### config.mk
export PLATFORM = sky130hd
export DESIGN_NAME = sdt_timer
export DESIGN_NICKNAME = d
export VERILOG_FILES = /design/src/sdt_pkg.sv /design/src/sdt_clk_src.sv /design/src/sdt_timer.sv
export SDC_FILE = /design/constraint.sdc
export NUM_CORES = 1
export LEC_CHECK = 0
export BUFFER_PORTS_ARGS = -buffer_cell sky130_fd_sc_hd__buf_2
export CELL_PAD_IN_SITES_DETAIL_PLACEMENT = 1
export CELL_PAD_IN_SITES_GLOBAL_PLACEMENT = 2
export CORE_UTILIZATION = 42
export CTS_BUF_LIST = sky130_fd_sc_hd__clkbuf_2 sky130_fd_sc_hd__clkbuf_4 sky130_fd_sc_hd__clkbuf_8
export DETAILED_ROUTE_END_ITERATION = 8
export PLACE_DENSITY_LB_ADDON = 0.1
export SETUP_SLACK_MARGIN = 0.02
export SYNTH_ARGS = -nofsm -noshare
export SYNTH_HDL_FRONTEND = slang
export SYNTH_SLANG_ARGS = --single-unit
### constraint.sdc
create_clock -name i_core_clk -period 4.35 [get_ports i_core_clk]
set_input_delay 0.6525 -clock i_core_clk [delete_from_list [all_inputs] [get_ports i_core_clk]]
set_output_delay 0.6525 -clock i_core_clk [all_outputs]
set_load 0.005 [all_outputs]
### src/sdt_pkg.sv
// shared constants, register map and carrier types of the standard timer
package sdt_pkg;

    // ========================================
    // register map (byte index on the register port)
    localparam logic [2:0] ADDR_RUN_CLOCK_CTRL = 3'h0;
    localparam logic [2:0] ADDR_MODE_OUTPUT_CTRL = 3'h1;
    localparam logic [2:0] ADDR_COUNTER_LOW = 3'h2;
    localparam logic [2:0] ADDR_COUNTER_HIGH = 3'h3;
    localparam logic [2:0] ADDR_COMPARE_A_LOW = 3'h4;
    localparam logic [2:0] ADDR_COMPARE_A_HIGH = 3'h5;
    localparam logic [2:0] ADDR_COMPARE_P = 3'h6;

    // ========================================
    // field positions and reset values
    localparam int PAUSE_BIT_POS = 7;
    localparam int RUN_BIT_POS = 3;
    localparam logic [7:0] RUN_CLOCK_CTRL_MASK = 8'hf8;
    localparam logic [7:0] RUN_CLOCK_CTRL_RESET = 8'h00;
    localparam logic [7:0] MODE_OUTPUT_CTRL_RESET = 8'h00;
    localparam logic [15:0] COUNTER_RESET = 16'h0000;
    localparam logic [15:0] COMPARE_A_RESET = 16'h0000;
    localparam logic [7:0] COMPARE_P_RESET = 8'h00;
    localparam logic [7:0] READ_UNMAPPED = 8'h00;

    // ========================================
    // clock source codes and prescaler ratios
    localparam logic [2:0] CLK_SYS_DIV4 = 3'h0;
    localparam logic [2:0] CLK_SYS = 3'h1;
    localparam logic [2:0] CLK_HIGH_DIV16 = 3'h2;
    localparam logic [2:0] CLK_HIGH_DIV64 = 3'h3;
    localparam logic [2:0] CLK_SUB_A = 3'h4;
    localparam logic [2:0] CLK_SUB_B = 3'h5;
    localparam logic [2:0] CLK_EXT_RISE = 3'h6;
    localparam logic [2:0] CLK_EXT_FALL = 3'h7;
    localparam int SYS_DIV = 4;
    localparam int HIGH_DIV_SHORT = 16;
    localparam int HIGH_DIV_LONG = 64;

    // ========================================
    // pin function codes
    localparam logic [1:0] PF_CMP_NONE = 2'h0;
    localparam logic [1:0] PF_CMP_LOW = 2'h1;
    localparam logic [1:0] PF_CMP_HIGH = 2'h2;
    localparam logic [1:0] PF_CMP_TOGGLE = 2'h3;
    localparam logic [1:0] PF_PWM_INACTIVE = 2'h0;
    localparam logic [1:0] PF_PWM_ACTIVE = 2'h1;
    localparam logic [1:0] PF_PWM_WAVE = 2'h2;
    localparam logic [1:0] PF_PWM_SINGLE = 2'h3;
    localparam logic [1:0] PF_CAP_RISE = 2'h0;
    localparam logic [1:0] PF_CAP_FALL = 2'h1;
    localparam logic [1:0] PF_CAP_BOTH = 2'h2;
    localparam logic [1:0] PF_CAP_OFF = 2'h3;

    typedef enum logic [1:0] {
        MODE_COMPARE,
        MODE_CAPTURE,
        MODE_PWM,
        MODE_TIMER
    } sdt_mode_t;

    typedef struct packed {
        logic pause_bit;
        logic [2:0] clock_select;
        logic counter_run_bit;
        logic [2:0] unused;
    } sdt_run_clock_t;

    typedef struct packed {
        logic [1:0] mode_select;
        logic [1:0] pin_function_select;
        logic output_initial_level;
        logic output_invert;
        logic duty_period_swap;
        logic clear_select;
    } sdt_mode_output_t;

    typedef struct packed {
        logic [2:0] addr;
        logic [7:0] wdata;
        logic wr;
        logic rd;
    } sdt_bus_req_t;

endpackage : sdt_pkg

### src/sdt_clk_src.sv
// counter clock source selection, prescalers and external clock pin synchroniser
module sdt_clk_src (
    // clock and reset
    input logic i_core_clk,
    input logic i_sys_rst,
    // source selection and rate ticks
    input logic [2:0] i_clock_select,
    input logic i_high_tick,
    input logic i_sub_tick,
    // external clock pin
    input logic i_ext_clock_pin,
    // one-cycle count tick
    output logic o_tick
);

    // ========================================
    // prescalers
    logic [1:0] sys_div;
    logic [5:0] high_div;
    logic ext_s1;
    logic ext_s2;
    logic ext_s3;
    logic next_tick;

    always_ff @(posedge i_core_clk) begin
        if (i_sys_rst) begin
            sys_div <= 2'h0;
        end else begin
            sys_div <= sys_div + 2'h1;
        end
    end

    always_ff @(posedge i_core_clk) begin
        if (i_sys_rst) begin
            high_div <= 6'h00;
        end else if (i_high_tick) begin
            high_div <= high_div + 6'h01;
        end
    end

    // ========================================
    // external pin: two flops before any edge logic
    always_ff @(posedge i_core_clk) begin
        if (i_sys_rst) begin
            ext_s1 <= 1'b0;
            ext_s2 <= 1'b0;
            ext_s3 <= 1'b0;
        end else begin
            ext_s1 <= i_ext_clock_pin;
            ext_s2 <= ext_s1;
            ext_s3 <= ext_s2;
        end
    end

    // ========================================
    // source mux
    always_comb begin
        case (i_clock_select)
            sdt_pkg::CLK_SYS_DIV4: next_tick = (sys_div == 2'(sdt_pkg::SYS_DIV - 1));
            sdt_pkg::CLK_SYS: next_tick = 1'b1;
            sdt_pkg::CLK_HIGH_DIV16: next_tick = i_high_tick && (high_div[3:0] == 4'(sdt_pkg::HIGH_DIV_SHORT - 1));
            sdt_pkg::CLK_HIGH_DIV64: next_tick = i_high_tick && (high_div == 6'(sdt_pkg::HIGH_DIV_LONG - 1));
            sdt_pkg::CLK_SUB_A: next_tick = i_sub_tick;
            sdt_pkg::CLK_SUB_B: next_tick = i_sub_tick;
            sdt_pkg::CLK_EXT_RISE: next_tick = ext_s2 && !ext_s3;
            default: next_tick = !ext_s2 && ext_s3;
        endcase
    end

    // registered so the counter sees a clean single-cycle enable
    always_ff @(posedge i_core_clk) begin
        if (i_sys_rst) begin
            o_tick <= 1'b0;
        end else begin
            o_tick <= next_tick;
        end
    end

endmodule : sdt_clk_src

### src/sdt_timer.sv
// standard timer core: counter, comparators, output pin, capture and register port
//
// Implementation choices: the placing of the registers and the plain strobed port.

module sdt_timer (
    // clock and reset
    input logic i_core_clk,
    input logic i_sys_rst,
    // register port
    input sdt_pkg::sdt_bus_req_t i_bus,
    output logic [7:0] o_rdata,
    // clock rate ticks
    input logic i_high_tick,
    input logic i_sub_tick,
    // pins
    input logic i_ext_clock_pin,
    input logic i_capture_pin,
    output logic o_timer_output_pin,
    output logic o_timer_output_inverse_pin,
    // match events
    output logic o_match_a_event,
    output logic o_match_p_event
);

    // ========================================
    // state
    sdt_pkg::sdt_run_clock_t run_ctrl;
    sdt_pkg::sdt_mode_output_t mode_ctrl;
    sdt_pkg::sdt_mode_t mode;
    logic [15:0] counter;
    logic [15:0] compare_a_value;
    logic [7:0] compare_p_value;
    logic [7:0] byte_buf;
    logic run_prev;
    logic pulse_done;
    logic out_level;
    logic cap_s1;
    logic cap_s2;
    logic cap_s3;
    logic tick;
    logic run_rise;
    logic count_en;
    logic [15:0] next_count;
    logic hit_a;
    logic hit_p;
    logic clear_now;
    logic cap_edge;
    logic a_event;
    logic p_event;
    logic period_hit;
    logic duty_hit;

    // ========================================
    // comparator functions
    function automatic logic match_p(input logic [15:0] value, input logic [7:0] top);
        // zero compares against the wrap to zero, which is the counter overflow
        match_p = (top == 8'h00) ? (value == 16'h0000) : (value == {top, 8'h00});
    endfunction : match_p

    function automatic logic match_a(input logic [15:0] value, input logic [15:0] full);
        // an all-zero compare value never matches; the counter just overflows
        match_a = (full != 16'h0000) && (value == full);
    endfunction : match_a

    // ========================================
    // clock source
    sdt_clk_src u_clk_src (
        .i_core_clk(i_core_clk),
        .i_sys_rst(i_sys_rst),
        .i_clock_select(run_ctrl.clock_select),
        .i_high_tick(i_high_tick),
        .i_sub_tick(i_sub_tick),
        .i_ext_clock_pin(i_ext_clock_pin),
        .o_tick(tick)
    );

    assign mode = sdt_pkg::sdt_mode_t'(mode_ctrl.mode_select);
    assign run_rise = run_ctrl.counter_run_bit && !run_prev;
    assign count_en = tick && run_ctrl.counter_run_bit && !run_ctrl.pause_bit && !pulse_done;
    assign next_count = counter + 16'h0001;
    assign hit_a = count_en && match_a(next_count, compare_a_value);
    assign hit_p = count_en && match_p(next_count, compare_p_value);
    assign period_hit = mode_ctrl.duty_period_swap ? hit_a : hit_p;
    assign duty_hit = mode_ctrl.duty_period_swap ? hit_p : hit_a;

    // ========================================
    // clear condition and events
    always_comb begin
        case (mode)
            sdt_pkg::MODE_PWM: clear_now = period_hit;
            sdt_pkg::MODE_CAPTURE: clear_now = hit_p;
            default: clear_now = mode_ctrl.clear_select ? hit_a : hit_p;
        endcase
    end

    always_comb begin
        case (mode)
            sdt_pkg::MODE_CAPTURE: begin
                a_event = cap_edge;
                p_event = hit_p;
            end
            sdt_pkg::MODE_PWM: begin
                a_event = hit_a;
                p_event = hit_p;
            end
            default: begin
                a_event = hit_a;
                p_event = hit_p && !mode_ctrl.clear_select;
            end
        endcase
    end

    always_ff @(posedge i_core_clk) begin
        if (i_sys_rst) begin
            o_match_a_event <= 1'b0;
            o_match_p_event <= 1'b0;
        end else begin
            o_match_a_event <= a_event;
            o_match_p_event <= p_event;
        end
    end

    // ========================================
    // counter
    always_ff @(posedge i_core_clk) begin
        if (i_sys_rst) begin
            run_prev <= 1'b0;
        end else begin
            run_prev <= run_ctrl.counter_run_bit;
        end
    end

    always_ff @(posedge i_core_clk) begin
        if (i_sys_rst) begin
            counter <= sdt_pkg::COUNTER_RESET;
        end else if (run_rise) begin
            counter <= sdt_pkg::COUNTER_RESET;
        end else if (count_en) begin
            counter <= clear_now ? sdt_pkg::COUNTER_RESET : next_count;
        end
    end

    // single pulse stops the count at its trailing edge until the next run rise
    always_ff @(posedge i_core_clk) begin
        if (i_sys_rst) begin
            pulse_done <= 1'b0;
        end else if (run_rise) begin
            pulse_done <= 1'b0;
        end else if (mode == sdt_pkg::MODE_PWM && mode_ctrl.pin_function_select == sdt_pkg::PF_PWM_SINGLE && hit_a) begin
            pulse_done <= 1'b1;
        end
    end

    // ========================================
    // capture pin
    always_ff @(posedge i_core_clk) begin
        if (i_sys_rst) begin
            cap_s1 <= 1'b0;
            cap_s2 <= 1'b0;
            cap_s3 <= 1'b0;
        end else begin
            cap_s1 <= i_capture_pin;
            cap_s2 <= cap_s1;
            cap_s3 <= cap_s2;
        end
    end

    always_comb begin
        case (mode_ctrl.pin_function_select)
            sdt_pkg::PF_CAP_RISE: cap_edge = cap_s2 && !cap_s3;
            sdt_pkg::PF_CAP_FALL: cap_edge = !cap_s2 && cap_s3;
            sdt_pkg::PF_CAP_BOTH: cap_edge = cap_s2 != cap_s3;
            default: cap_edge = 1'b0;
        endcase
        if (mode != sdt_pkg::MODE_CAPTURE || !run_ctrl.counter_run_bit) begin
            cap_edge = 1'b0;
        end
    end

    // ========================================
    // output pin
    always_ff @(posedge i_core_clk) begin
        if (i_sys_rst) begin
            out_level <= 1'b0;
        end else if (run_rise && mode != sdt_pkg::MODE_TIMER && mode != sdt_pkg::MODE_CAPTURE) begin
            out_level <= mode_ctrl.output_initial_level;
        end else begin
            case (mode)
                sdt_pkg::MODE_COMPARE: begin
                    // a request equal to the present level simply rewrites it
                    if (hit_a) begin
                        case (mode_ctrl.pin_function_select)
                            sdt_pkg::PF_CMP_LOW: out_level <= 1'b0;
                            sdt_pkg::PF_CMP_HIGH: out_level <= 1'b1;
                            sdt_pkg::PF_CMP_TOGGLE: out_level <= !out_level;
                            default: out_level <= out_level;
                        endcase
                    end
                end
                sdt_pkg::MODE_PWM: begin
                    case (mode_ctrl.pin_function_select)
                        sdt_pkg::PF_PWM_INACTIVE: out_level <= !mode_ctrl.output_initial_level;
                        sdt_pkg::PF_PWM_ACTIVE: out_level <= mode_ctrl.output_initial_level;
                        sdt_pkg::PF_PWM_WAVE: begin
                            if (duty_hit) begin
                                out_level <= !mode_ctrl.output_initial_level;
                            end else if (period_hit) begin
                                out_level <= mode_ctrl.output_initial_level;
                            end
                        end
                        default: begin
                            if (hit_a) begin
                                out_level <= !mode_ctrl.output_initial_level;
                            end
                        end
                    endcase
                end
                default: out_level <= out_level;
            endcase
        end
    end

    // inversion is skipped in timer mode, where the pin carries no meaning
    always_ff @(posedge i_core_clk) begin
        if (i_sys_rst) begin
            o_timer_output_pin <= 1'b0;
            o_timer_output_inverse_pin <= 1'b1;
        end else if (mode == sdt_pkg::MODE_TIMER) begin
            o_timer_output_pin <= out_level;
            o_timer_output_inverse_pin <= !out_level;
        end else begin
            o_timer_output_pin <= out_level ^ mode_ctrl.output_invert;
            o_timer_output_inverse_pin <= !(out_level ^ mode_ctrl.output_invert);
        end
    end

    // ========================================
    // register writes
    always_ff @(posedge i_core_clk) begin
        if (i_sys_rst) begin
            run_ctrl <= sdt_pkg::RUN_CLOCK_CTRL_RESET;
            mode_ctrl <= sdt_pkg::MODE_OUTPUT_CTRL_RESET;
            compare_p_value <= sdt_pkg::COMPARE_P_RESET;
        end else if (i_bus.wr) begin
            if (i_bus.addr == sdt_pkg::ADDR_RUN_CLOCK_CTRL) begin
                run_ctrl <= i_bus.wdata & sdt_pkg::RUN_CLOCK_CTRL_MASK;
            end else if (i_bus.addr == sdt_pkg::ADDR_MODE_OUTPUT_CTRL) begin
                mode_ctrl <= i_bus.wdata;
            end else if (i_bus.addr == sdt_pkg::ADDR_COMPARE_P) begin
                compare_p_value <= i_bus.wdata;
            end
        end
    end

    // capture outranks a software write landing in the same cycle
    always_ff @(posedge i_core_clk) begin
        if (i_sys_rst) begin
            compare_a_value <= sdt_pkg::COMPARE_A_RESET;
        end else if (cap_edge) begin
            compare_a_value <= counter;
        end else if (i_bus.wr && i_bus.addr == sdt_pkg::ADDR_COMPARE_A_HIGH) begin
            compare_a_value <= {i_bus.wdata, byte_buf};
        end
    end

    // one buffer serves both byte pairs, so pair accesses must not interleave
    always_ff @(posedge i_core_clk) begin
        if (i_sys_rst) begin
            byte_buf <= 8'h00;
        end else if (i_bus.wr && i_bus.addr == sdt_pkg::ADDR_COMPARE_A_LOW) begin
            byte_buf <= i_bus.wdata;
        end else if (i_bus.rd && i_bus.addr == sdt_pkg::ADDR_COUNTER_HIGH) begin
            byte_buf <= counter[7:0];
        end else if (i_bus.rd && i_bus.addr == sdt_pkg::ADDR_COMPARE_A_HIGH) begin
            byte_buf <= compare_a_value[7:0];
        end
    end

    // ========================================
    // register reads, data in the following cycle only
    always_ff @(posedge i_core_clk) begin
        if (i_sys_rst) begin
            o_rdata <= sdt_pkg::READ_UNMAPPED;
        end else if (!i_bus.rd) begin
            o_rdata <= sdt_pkg::READ_UNMAPPED;
        end else if (i_bus.addr == sdt_pkg::ADDR_RUN_CLOCK_CTRL) begin
            o_rdata <= run_ctrl & sdt_pkg::RUN_CLOCK_CTRL_MASK;
        end else if (i_bus.addr == sdt_pkg::ADDR_MODE_OUTPUT_CTRL) begin
            o_rdata <= mode_ctrl;
        end else if (i_bus.addr == sdt_pkg::ADDR_COUNTER_LOW || i_bus.addr == sdt_pkg::ADDR_COMPARE_A_LOW) begin
            o_rdata <= byte_buf;
        end else if (i_bus.addr == sdt_pkg::ADDR_COUNTER_HIGH) begin
            o_rdata <= counter[15:8];
        end else if (i_bus.addr == sdt_pkg::ADDR_COMPARE_A_HIGH) begin
            o_rdata <= compare_a_value[15:8];
        end else if (i_bus.addr == sdt_pkg::ADDR_COMPARE_P) begin
            o_rdata <= compare_p_value;
        end else begin
            o_rdata <= sdt_pkg::READ_UNMAPPED;
        end
    end
endmodule : sdt_timer

Word level (Yosys, flattened, before mapping)
Cells that the tools add are included.
{ "word_totals": {"regBits": 91, "inputBits": 19, "output_inout_bits": 12, "word_cells": 155} }
{ "classes": {"addsub": 3, "eq_ne": 30, "muxes": 32, "n_bitwise": 4, "n_reduce_logical": 55} }
{ "op_table": {"columns": ["operator", "count"], "rows": [
  ["two-way mux 8 bit", 9],
  ["two-way mux 16 bit", 3],
  ["equality test 16 bit", 2],
  ["logical AND 1 bit", 22],
  ["equality test 3 bit (second input constant)", 6],
  ["adder 16 x 1 -> 16 bit (second input constant)", 1],
  ["logical NOT 16 bit", 1],
  ["nonzero test 16 bit", 1],
  ["two-way mux 1 bit", 14],
  ["equality test 3 x 2 -> 1 bit (second input constant)", 4],
  ["logical NOT 1 bit", 12],
  ["equality test 2 bit (second input constant)", 5],
  ["!= test 5 bit (second input constant)", 2],
  ["one-hot mux 1 bit (3 select lines)", 3],
  ["logical NOT 8 bit", 1],
  ["OR reduction 2 bit", 4],
  ["adder 6 x 1 -> 6 bit (second input constant)", 1],
  ["equality test 3 x 1 -> 1 bit (second input constant)", 2],
  ["equality test 6 bit (second input constant)", 1],
  ["logical NOT 3 bit", 2],
  ["!= test 6 x 2 -> 1 bit (second input constant)", 1],
  ["one-hot mux 1 bit (6 select lines)", 1],
  ["nonzero test 3 bit", 2],
  ["AND reduction 5 bit", 1],
  ["other kinds (17)", 23]
]} }

Longest topological paths before layout
Gate-level depths: netlist (run 1).
{ "logic_depth": {"word_depth": 10, "depth_mapped": 11, "mapped_depth_nobuf": 9} }

Modules after synthesis
A second synthesis (run 1) with hierarchy kept.
{ "hier_totals": {"hier_cells": 701, "area_unflattened_um2": 5535.3} }
{ "by_module_without_submodules": {"columns": ["module", "instances", "cells_per_inst", "area_each_um2", "seq_area_each_um2"], "rows": [
  ["sdt_timer", 1, 653, 5061.1, 1581.5],
  ["sdt_clk_src", 1, 48, 474.2, 240.2]
]} }

Least setup slack after synthesis (run 1)
No wires, ideal clock.
{ "synth_timing": {"kind": "flip-flop to flip-flop", "from": "register counter[1]", "to": "register out_level", "arrival_time_ns": 2.723, "setup_slack_ns": 1.539, "stages_incl_launch_ff": 11, "path_buffers": 1, "path_cell_list": "dfxtp_1 ha_1 nand3_2 buf_2 o21ai_1 o211ai_1 or4b_1 nor4_4 nor3b_1 o31a_1 a311oi_2"} }
{ "synth_via": {"elab_chain_cells": 9, "word_cells_on_any_way": 18, "classes_between": "add/sub (1); eq/ne (5); mux (7); reduce/logical (5)"} }
{ "synth_lines": {"columns": ["element", "line", "rtl"], "rows": [
  ["start, declared", "sdt_timer.sv:30", "logic [15:0] counter;"],
  ["start signal, assigned", "sdt_timer.sv:135", "counter <= sdt_pkg::COUNTER_RESET;"],
  ["start signal, assigned", "sdt_timer.sv:137", "counter <= sdt_pkg::COUNTER_RESET;"],
  ["start signal, assigned", "sdt_timer.sv:139", "counter <= clear_now ? sdt_pkg::COUNTER_RESET : next_count;"],
  ["adder 16 x 1 -> 16 bit *", "sdt_timer.sv:80", "assign next_count = counter + 16'h0001;"],
  ["equality test 16 bit (tied with other cells)", "sdt_timer.sv:57", "match_p = (top == 8'h00) ? (value == 16'h0000) : (value == {top, 8'h00});"],
  ["two-way mux 1 bit or logical AND 1 bit (tied branches)", "sdt_timer.sv:57, sdt_timer.sv:62", null],
  ["logical AND 1 bit, on equally long branches", "sdt_timer.sv:82, sdt_timer.sv:81", null],
  ["two-way mux 1 bit", "sdt_timer.sv:84", "assign duty_hit = mode_ctrl.duty_period_swap ? hit_p : hit_a;"],
  ["two-way mux 1 bit", "sdt_timer.sv:205", "if (duty_hit) begin"],
  ["one-hot mux 1 bit (3 select lines)", "sdt_timer.sv:201", "case (mode_ctrl.pin_function_select)"],
  ["one-hot mux 1 bit (2 select lines)", "sdt_timer.sv:188", "case (mode)"],
  ["two-way mux 1 bit", "sdt_timer.sv:185", "end else if (run_rise && mode != sdt_pkg::MODE_TIMER && mode != sdt_pkg::MODE_CAPTURE) begin"],
  ["end signal, assigned", "sdt_timer.sv:186", "out_level <= mode_ctrl.output_initial_level;"],
  ["end signal, assigned", "sdt_timer.sv:202", "sdt_pkg::PF_PWM_INACTIVE: out_level <= !mode_ctrl.output_initial_level;"],
  ["end signal, assigned", "sdt_timer.sv:206", "out_level <= !mode_ctrl.output_initial_level;"],
  ["end, declared", "sdt_timer.sv:36", "logic out_level;"]
]} }
Every way passes the cells marked *; elsewhere a longest branch is shown, timed or not.
A chain may end at the register's enable or synchronous reset.

Worst setup path after layout (run 1)
{ "layout_timing": {"from": "register counter[0]", "to": "register counter[15]"} }
{ "layout_via": {"elab_chain_cells": 7, "word_cells_on_any_way": 12, "classes_between": "add/sub (1); eq/ne (2); mux (5); reduce/logical (4)"} }
{ "layout_lines": {"columns": ["element", "line", "rtl"], "rows": [
  ["adder 16 x 1 -> 16 bit *", "sdt_timer.sv:80", null],
  ["equality test 16 bit (tied with other cells)", "sdt_timer.sv:57", null],
  ["two-way mux 1 bit or logical AND 1 bit (tied branches)", "sdt_timer.sv:57, sdt_timer.sv:62", null],
  ["logical AND 1 bit, on equally long branches", "sdt_timer.sv:82, sdt_timer.sv:81", null],
  ["two-way mux 1 bit, on equally long branches", "sdt_timer.sv:92, sdt_timer.sv:83", null],
  ["one-hot mux 1 bit (2 select lines)", "sdt_timer.sv:89", "case (mode)"],
  ["two-way mux 16 bit *", "sdt_timer.sv:139", null]
]} }
Marked as above.

==> results of run 1 <==
## how the worst min path moves through the flow
stage	start	to
CTS	u_clk_src.sys_div[0]	u_clk_src.sys_div[0]
finish	u_clk_src.sys_div[0]	u_clk_src.sys_div[0]
global placement	u_clk_src.sys_div[0]	u_clk_src.sys_div[0]
global route	u_clk_src.sys_div[0]	u_clk_src.sys_div[0]
detailed placement	u_clk_src.sys_div[0]	u_clk_src.sys_div[0]
floorplan	u_clk_src.sys_div[0]	u_clk_src.sys_div[0]
## cells by family (layout without fill, tap and decap cells)
group | after synthesis | count (layout)
multiplexers | 36 | 36
buffers and inverters | 83 | 77
adder cells (fa/ha/maj) | 14 | 14
XOR/XNOR | 41 | 41
AND/OR/NAND/NOR | 311 | 311
AO/OA/AOI/OAI | 172 | 172
flip-flops | 91 | 91
## metal layers
metal | track usage [%] | vias to the layer above | part of all wire [%]
li1 | - | 2700 | -
met1 | 40.2 | 2852 | 46
met2 | 46.9 | 194 | 46
met3 | 4.49 | 55 | 4.9
met4 | 11.5 | 0 | 3.0
met5 | 0 | - | 0
## cell usage after synthesis (10+ instances only)
master / instances / area (sq um)
nand2_1: 71 / 267
xnor2_1: 25 / 219
nor2_1: 90 / 338
dfxtp_1: 91 / 1820
mux2i_1: 32 / 320
xor2_1: 13 / 114
ha_1: 14 / 175
nor2b_1: 22 / 138
nor4_1: 12 / 75.1
clkbuf_1: 35 / 131
o22ai_1: 10 / 62.6
nor3_1: 11 / 55.1
buf_2: 11 / 55.1
inv_1: 23 / 86.3
nand4_1: 21 / 131
a21oi_1: 50 / 250
nand3_1: 21 / 105
o21ai_0: 15 / 75.1
nand2b_1: 10 / 62.6
## final cells by class
cell class	instances	area (sq um)
sequential	91	1820
tap	180	225
fill	1736	7580
clock buffer	9	124
timing repair buffer	38	210
inverter	23	86.3
clock inverter	7	68.8
multi-input combinational	574	3810
## report_power, final
group | total (mW) | internal [mW] | switching, mW | leakage (nW)
registers | 0.871 | 0.851 | 0.0203 | 0.737
logic | 0.165 | 0.0582 | 0.107 | 1.57
clock network | 0.589 | 0.222 | 0.367 | 0.0911
## stage by stage
step / setup slack [ns] / instance area [sq um] / power, mW
floorplan: 1.54 / 6010 / 0.992
global placement: 0.878 / 6160 / 1.05
detailed placement: 0.760 / 6160 / 1.05
CTS: 0.736 / 6350 / 1.63
global route: 0.430 / 6350 / 1.69
finish: 0.678 / 6350 / 1.62
## flip-flops by register name, summed over array words and instances (netlist names), 2 cells and up
| name | cells |
|---|---|
| byte_buf | 8 |
| counter | 16 |
| o_rdata | 8 |
| mode_ctrl | 6 |
| mode | 2 |
| u_clk_src.sys_div | 2 |
| compare_p_value | 8 |
| compare_a_value | 16 |
| run_ctrl | 5 |
| u_clk_src.high_div | 6 |
==> summary.md, run 1 <==
| Metric | Value |
|---|---|
| Grt ovf | `0` |
| Commonest non-fill, non-tap cell in the layout | `dfxtp_1` |
| Starting DRT DRC Count | `522` |
| CP max-delay cell | `nor3_1` |
| Unique masters post-synth | `78` |
| HP Class | `reg -> reg` |
| RSZ-0062 raised after global routing | `no` |
| ANT cells | `0` |
| Clk buf depth | `2` |
| Final Skew | `0.0147 ns` |
| Non-filler cells, final | `922` |
| Worst EP arrival | `3.92 ns` |
| Fmax | `272 MHz` |
| Util after Layout | `a little under half` |
| Hold Path Depth | `1` |
| Slowest stage delay, CP | `0.77 ns` |
| Vias/cell | `6.29` |
| CP Launch Type | `flip-flop` |
| RePlAce Congestion | `0.932` |
| Simple-gate share of the synthesized area | `27.7%` |
| Total GRT Usage | `slightly below 30%` |
| Cells after Synth | `748` |
| Flop2flop setup slack | `0.68 ns` |
| Layout cells sized above 1 | `11.5%` |
| Adder-cell area share of the yosys netlist | `2.91%` |
| Die Area | `0.0148 sq mm` |
| Worst-path clk slew | `between 0.1 and 0.15 ns` |
| Placed cells | `approximately 910` |
| Total CTS buffers | `9` |
| CTS root buf | `clkbuf_8` |
| Initial DRT Pass Iterations | `5` |
| I/O pin count | `31` |
| Buf+Inv Stages, Crit Path | `0` |
| Yosys warnings | `0` |
| Vias in the first global route | `5723` |
| Async S/R FF share, synth | `0%` |
| Hold WS | `0.429 ns` |
| Post-CTS sizing | `0` |
| XOR/XNOR Fraction of Synth Area | `approximately 6.6%` |
| Hpwl dp | `around 16000 um` |
| R2r worst-path depth | `9` |
| Final hold vios | `0` |
| Drt wl/cell | `23.1 um` |
| CP Depth | `9` |
| Final wirelength | `21300 um` |
| Initial Util | `a little over two fifths` |
| Mux cell area share after synthesis | `6.08%` |
| Part of the cycle the worst path needs | `a little over four fifths` |
| Die W | `between 100 and 150 um` |
| Most frequent cells in the layout | `91 x dfxtp_1, 90 x nor2_1, 71 x nand2_1, 50 x a21oi_1, 32 x mux2i_1` |
| Max_cap viols | `0` |
| Netlist Area Pre-Place | `0.00601 sq mm` |
| Crit path launch | `counter[0]` |
| Required time of the worst setup path | `4.60 ns` |
| Crit-path cells | `ha_1 -> nand3_2 -> nor3_1 -> xnor2_1 -> nand4_1 -> nor4_4 -> nand2_2 -> a41oi_1 -> mux2i_1` |
| Largest net degree at the start of global routing | `67` |
| Clock Sinks | `91` |
| Initial antenna violation count | `0` |
| First-pass GRT wire length | `32900 um` |
| Core area | `0.0139 sq mm` |
| Final worst path period need | `3.67 ns` |
| Residual DRC | `0` |
| CP Max Fanout | `12` |
| Post-CTS Setup Bufs | `0` |
| Pwr Density | `256 mW/mm^2` |
| Setup violators final | `0` |
| Post-synthesis sequential area ratio | `between 30% and 40%` |
| FF-to-FF Start | `counter[0]` |
| Final TNS setup | `0 ns` |
| Synthesized Nets | `781` |
| Main combinational cell family by area after synthesis | `simple AND/OR/NAND/NOR gates` |
| Worst setup path class | `reg -> reg` |
| Worst-Skew Late Latency | `0.39 ns` |
| Post-synth EDFFs | `0` |
| Pleak | `between 2 and 2.5 nW` |
| Synthesized area per cell | `between 8 and 9 sq um` |
| Max Slew Vio Count | `0` |
| Nets | `770` |
| Via count | `just under 6000` |
| Rel. slew slack | `34.0%` |
| Critical path endpoint | `counter[15]` |
| Top cell family by delay on the critical path | `simple AND/OR/NAND/NOR gates` |
| Post-synth top flop | `dfxtp_1` |
| Complex-gate fraction of the synthesized area | `20.1%` |
| Die Y | `about 120 um` |
| Antenna viol nets, final | `0` |
| H-Tree Depth | `3` |
| Critical Path Sink Type | `flip-flop` |
| Cts hold-fix bufs | `0` |
| IO Port Bufs | `30` |
| Worst Tran Pin Value | `between 0.9 and 1 ns` |
| VDD IR max | `135 uV` |
| Rows | `43` |
| Status | `completed` |
| Post-synthesis register bit count | `91` |
| Layout area overhead | `5.62%` |
| R2R Path End | `counter[15]` |
| CTS tree | `done` |
Note: power is estimated with default switching activity, not from simulation.
==> run 2: changes to the inputs <==
Settings changed: ABC_AREA set to 1, CORE_UTILIZATION 42 to 36.
Clock period 4.35 ns to 3.6 ns, I/O delays scaled along.
==> run 2 against run 1 <==
Critical path depth grew 6. Worst hold slack worse by 0.081 ns. Via count fell by 8.6%. Fmax increased by 19%. Clock power increased by 16%. Utilization shrank 5.3 points. Setup slack worse by 0.16 ns. Combinational power up 15%. Power grew 19%. Sequential share of layout area up 2.5 points. Wire length down 9.5%. Largest cell class unchanged. Highest routed layer unchanged.
==> summary.md, run 2 <==
| Metric | Value |
|---|---|
| Commonest non-fill, non-tap cell in the layout | `nand2_1 (was dfxtp_1)` |
| Final hold vios | `0 (unchanged)` |
| Grt ovf | `0 (unchanged)` |
| Post-CTS Setup Bufs | `0 (unchanged)` |
| Cell Area, Placed | `0.00566 sq mm (was 0.00616 sq mm)` |
| Layout area overhead | `9.64% (was 5.62%)` |
| Synth top area share | `34.2% (was 30.3%)` |
| Final Skew | `0.0101 ns (was 0.0147 ns)` |
| Antenna viol nets, final | `0 (unchanged)` |
| Pwr Density | `330 mW/mm^2 (was 256 mW/mm^2)` |
| Util after Layout | `40.3% (was 45.6%)` |
| Async S/R FF share, synth | `0% (unchanged)` |
| Yosys top cell by area | `dfxtp_1 (unchanged)` |
| Vias/cell | `5.39 (was 6.29)` |
| Worst Tran Pin Value | `1.05 ns (was 0.988 ns)` |
| Die Y | `124 um (was 122 um)` |
| Most frequent cells after synthesis | `158 x nand2_1, 109 x inv_1, 91 x dfxtp_1 (was 91 x dfxtp_1, 90 x nor2_1, 71 x nand2_1)` |
| Initial Util | `36.8% (was 43.2%)` |
| IO Port Bufs | `30 (unchanged)` |
| Final worst path period need | `3.08 ns (was 3.67 ns)` |
| I/O pin count | `31 (unchanged)` |
| Via count | `5302 (was 5801)` |
| Post-synthesis register bit count | `91 (unchanged)` |
| Critical path endpoint | `counter[10] (was counter[15])` |
| CTS root buf | `clkbuf_8 (unchanged)` |
| H-Tree Depth | `3 (unchanged)` |
| R2R Path End | `counter[10] (was counter[15])` |
| Initial DRT Pass Iterations | `6 (was 5)` |
| RePlAce Congestion | `0.908 (was 0.932)` |
| Post-CTS sizing | `0 (unchanged)` |
| Nets | `829 (was 770)` |
| Worst EP arrival | `3.40 ns (was 3.92 ns)` |
| Synthesized Nets | `801 (was 781)` |
| R2r worst-path depth | `15 (was 9)` |
| Pleak | `2.40 nW (about the same)` |
| Top-count cell post-synth | `nand2_1 (was dfxtp_1)` |
| CP Launch Type | `flip-flop (unchanged)` |
| Rows | `44 (was 43)` |
| Synth area leaders | `dfxtp_1 34%, nand2_1 11%, inv_1 7.7%, a21oi_1 6.4%, o21ai_0 5.3% (was dfxtp_1 30%, nor2_1 5.6%, mux2i_1 5.3%, nand2_1 4.4%, a21oi_1 4.2%)` |
| GRT met3 Usage | `3.21% (was 4.49%)` |
| Most frequent cells in the layout | `158 x nand2_1, 109 x inv_1, 91 x dfxtp_1, 68 x a21oi_1, 57 x nor2_1 (was 91 x dfxtp_1, 90 x nor2_1, 71 x nand2_1, 50 x a21oi_1, 32 x mux2i_1)` |
| Hold WS | `0.348 ns (was 0.429 ns)` |
| Layout cells sized above 1 | `13.1% (was 11.5%)` |
| Slack of the critical path | `0.518 ns (was 0.678 ns)` |
| Post-synth EDFFs | `0 (unchanged)` |
| Fill count | `1887 (was 1736)` |
| Worst setup path class | `reg -> reg (unchanged)` |
| Total Power | `1.93 mW (was 1.62 mW)` |
| CP Max Fanout | `16 (was 12)` |
| Top flop regs | `compare_a_value (16), counter (16) (unchanged)` |
| Place WS | `0.591 ns (was 0.760 ns)` |
| Setup violators final | `0 (unchanged)` |
| Yosys warnings | `0 (unchanged)` |
| Critical Path Sink Type | `flip-flop (unchanged)` |
| Non-filler cells, final | `984 (was 922)` |
| Met2 Use GR | `43.6% (was 46.9%)` |
| Finished Cell Area | `0.00584 sq mm (was 0.00635 sq mm)` |
| VDD IR max | `209 uV (was 135 uV)` |
| First-pass GRT wire length | `29700 um (was 32900 um)` |
| FF-to-FF Start | `counter[1] (was counter[0])` |
| Synthesized area per cell | `6.93 sq um (was 8.04 sq um)` |
| Core area | `0.0145 sq mm (was 0.0139 sq mm)` |
| ANT cells | `0 (unchanged)` |
| Status | `completed (unchanged)` |
| Total GRT Usage | `26.5% (was 29.6%)` |
| Final wirelength | `19300 um (was 21300 um)` |
| Max Slew Vio Count | `0 (unchanged)` |
| Largest net degree at the start of global routing | `35 (was 67)` |
| Drt wl/cell | `19.6 um (was 23.1 um)` |
| Fmax | `324 MHz (was 272 MHz)` |
| Clock Sinks | `91 (unchanged)` |
| Part of the cycle the worst path needs | `85.6% (was 84.4%)` |
| Crit path launch | `counter[1] (was counter[0])` |
| Initial antenna violation count | `0 (unchanged)` |
| Netlist Area Pre-Place | `0.00532 sq mm (was 0.00601 sq mm)` |
| Final TNS setup | `0 ns (unchanged)` |
| Clk buf depth | `2 (unchanged)` |
| Worst-Skew Late Latency | `0.39 ns (about the same)` |
| Global routing met1 resource utilization | `35.4% (was 40.2%)` |
| Cells after Synth | `768 (was 748)` |
| Max_cap viols | `0 (unchanged)` |
| Rel. slew slack | `29.9% (was 34.0%)` |
| Cts hold-fix bufs | `0 (unchanged)` |
| Flop2flop setup slack | `0.52 ns (was 0.68 ns)` |
| HP Class | `in -> reg (was reg -> reg)` |
| Starting DRT DRC Count | `248 (was 522)` |
| Vias in the first global route | `5263 (was 5723)` |
| Post-synth top flop | `dfxtp_1 (unchanged)` |
| RSZ-0062 raised after global routing | `no (unchanged)` |
| Total CTS buffers | `9 (unchanged)` |
| Hpwl dp | `15100 um (was 15800 um)` |
| Placed cells | `969 (was 906)` |
| CTS tree | `done (unchanged)` |
| Die W | `124 um (was 122 um)` |
| Post-synthesis sequential area ratio | `34.2% (was 30.3%)` |
| Die Area | `0.0153 sq mm (was 0.0148 sq mm)` |
| Gr busiest metal | `met2 (unchanged)` |
| Unique masters post-synth | `39 (was 78)` |
| Residual DRC | `0 (unchanged)` |
| Worst-path clk slew | `0.10 ns (was 0.11 ns)` |
| Required time of the worst setup path | `3.91 ns (was 4.60 ns)` |
==> run 2: power by group <==
| group | switching (mW) | internal, mW |
|---|---|---|
| Combinational | 0.133 | 0.0571 |
| Clock | 0.427 | 0.256 |
| Sequential | 0.0221 | 1.03 |
==> run 2: how the worst min path moves through the flow <==
stage / cells after the start / from / endpoint
final: 3 / i_ext_clock_pin / u_clk_src.ext_s1
after floorplan: 2 / cap_s1 / cap_s2
after detailed placement: 2 / cap_s1 / cap_s2
after global placement: 2 / u_clk_src.ext_s1 / u_clk_src.ext_s2
after global routing: 3 / i_ext_clock_pin / u_clk_src.ext_s1
after CTS: 3 / i_ext_clock_pin / u_clk_src.ext_s1
==> run 2: area by class of cell <==
class	instances	area, sq um	area share (%)
Tap cell	184	230	3.95
Clock buffer	9	124	2.12
Sequential cell	91	1820	31.2
Inverter	111	417	7.14
Clock inverter	6	50.0	0.858
Timing Repair Buffer	36	195	3.34
Multi-Input combinational cell	547	3000	51.4
==> run 2: logic make-up (layout without fill, tap and decap cells) <==
kind of cell             after synthesis  in the layout  synth area share, %
AO/OA/AOI/OAI                        184            184                 20.7
AND/OR/NAND/NOR                      343            343                 30.9
XOR/XNOR                               6              6                 1.50
adder cells (fa/ha/maj)               14             14                 3.29
flip-flops                            91             91                 34.2
buffers and inverters                130            162                 9.45
==> run 2: per-layer routing <==
layer,wire length (um),up-vias,part of all wire (%)
met2,9090,73,47
met1,9180,2572,48
met5,0,-,0
li1,-,2629,-
met3,577,28,3.0
met4,403,0,2.1
==> run 2: worst max-delay path, cell delays in order (launching register included) <==
cell and delay, ns:
dfxtp_1 0.47, ha_1 0.28, nand3_1 0.18, nor2_2 0.25, nand3_1 0.13, nand2_2 0.11
nand2_2 0.10, nand2_1 0.09, nand2_1 0.10, nand4_1 0.10, nor2_1 0.06, nand2_1 0.17
a21oi_2 0.10, o21ai_4 0.52, nand4_1 0.17, a21oi_1 0.16
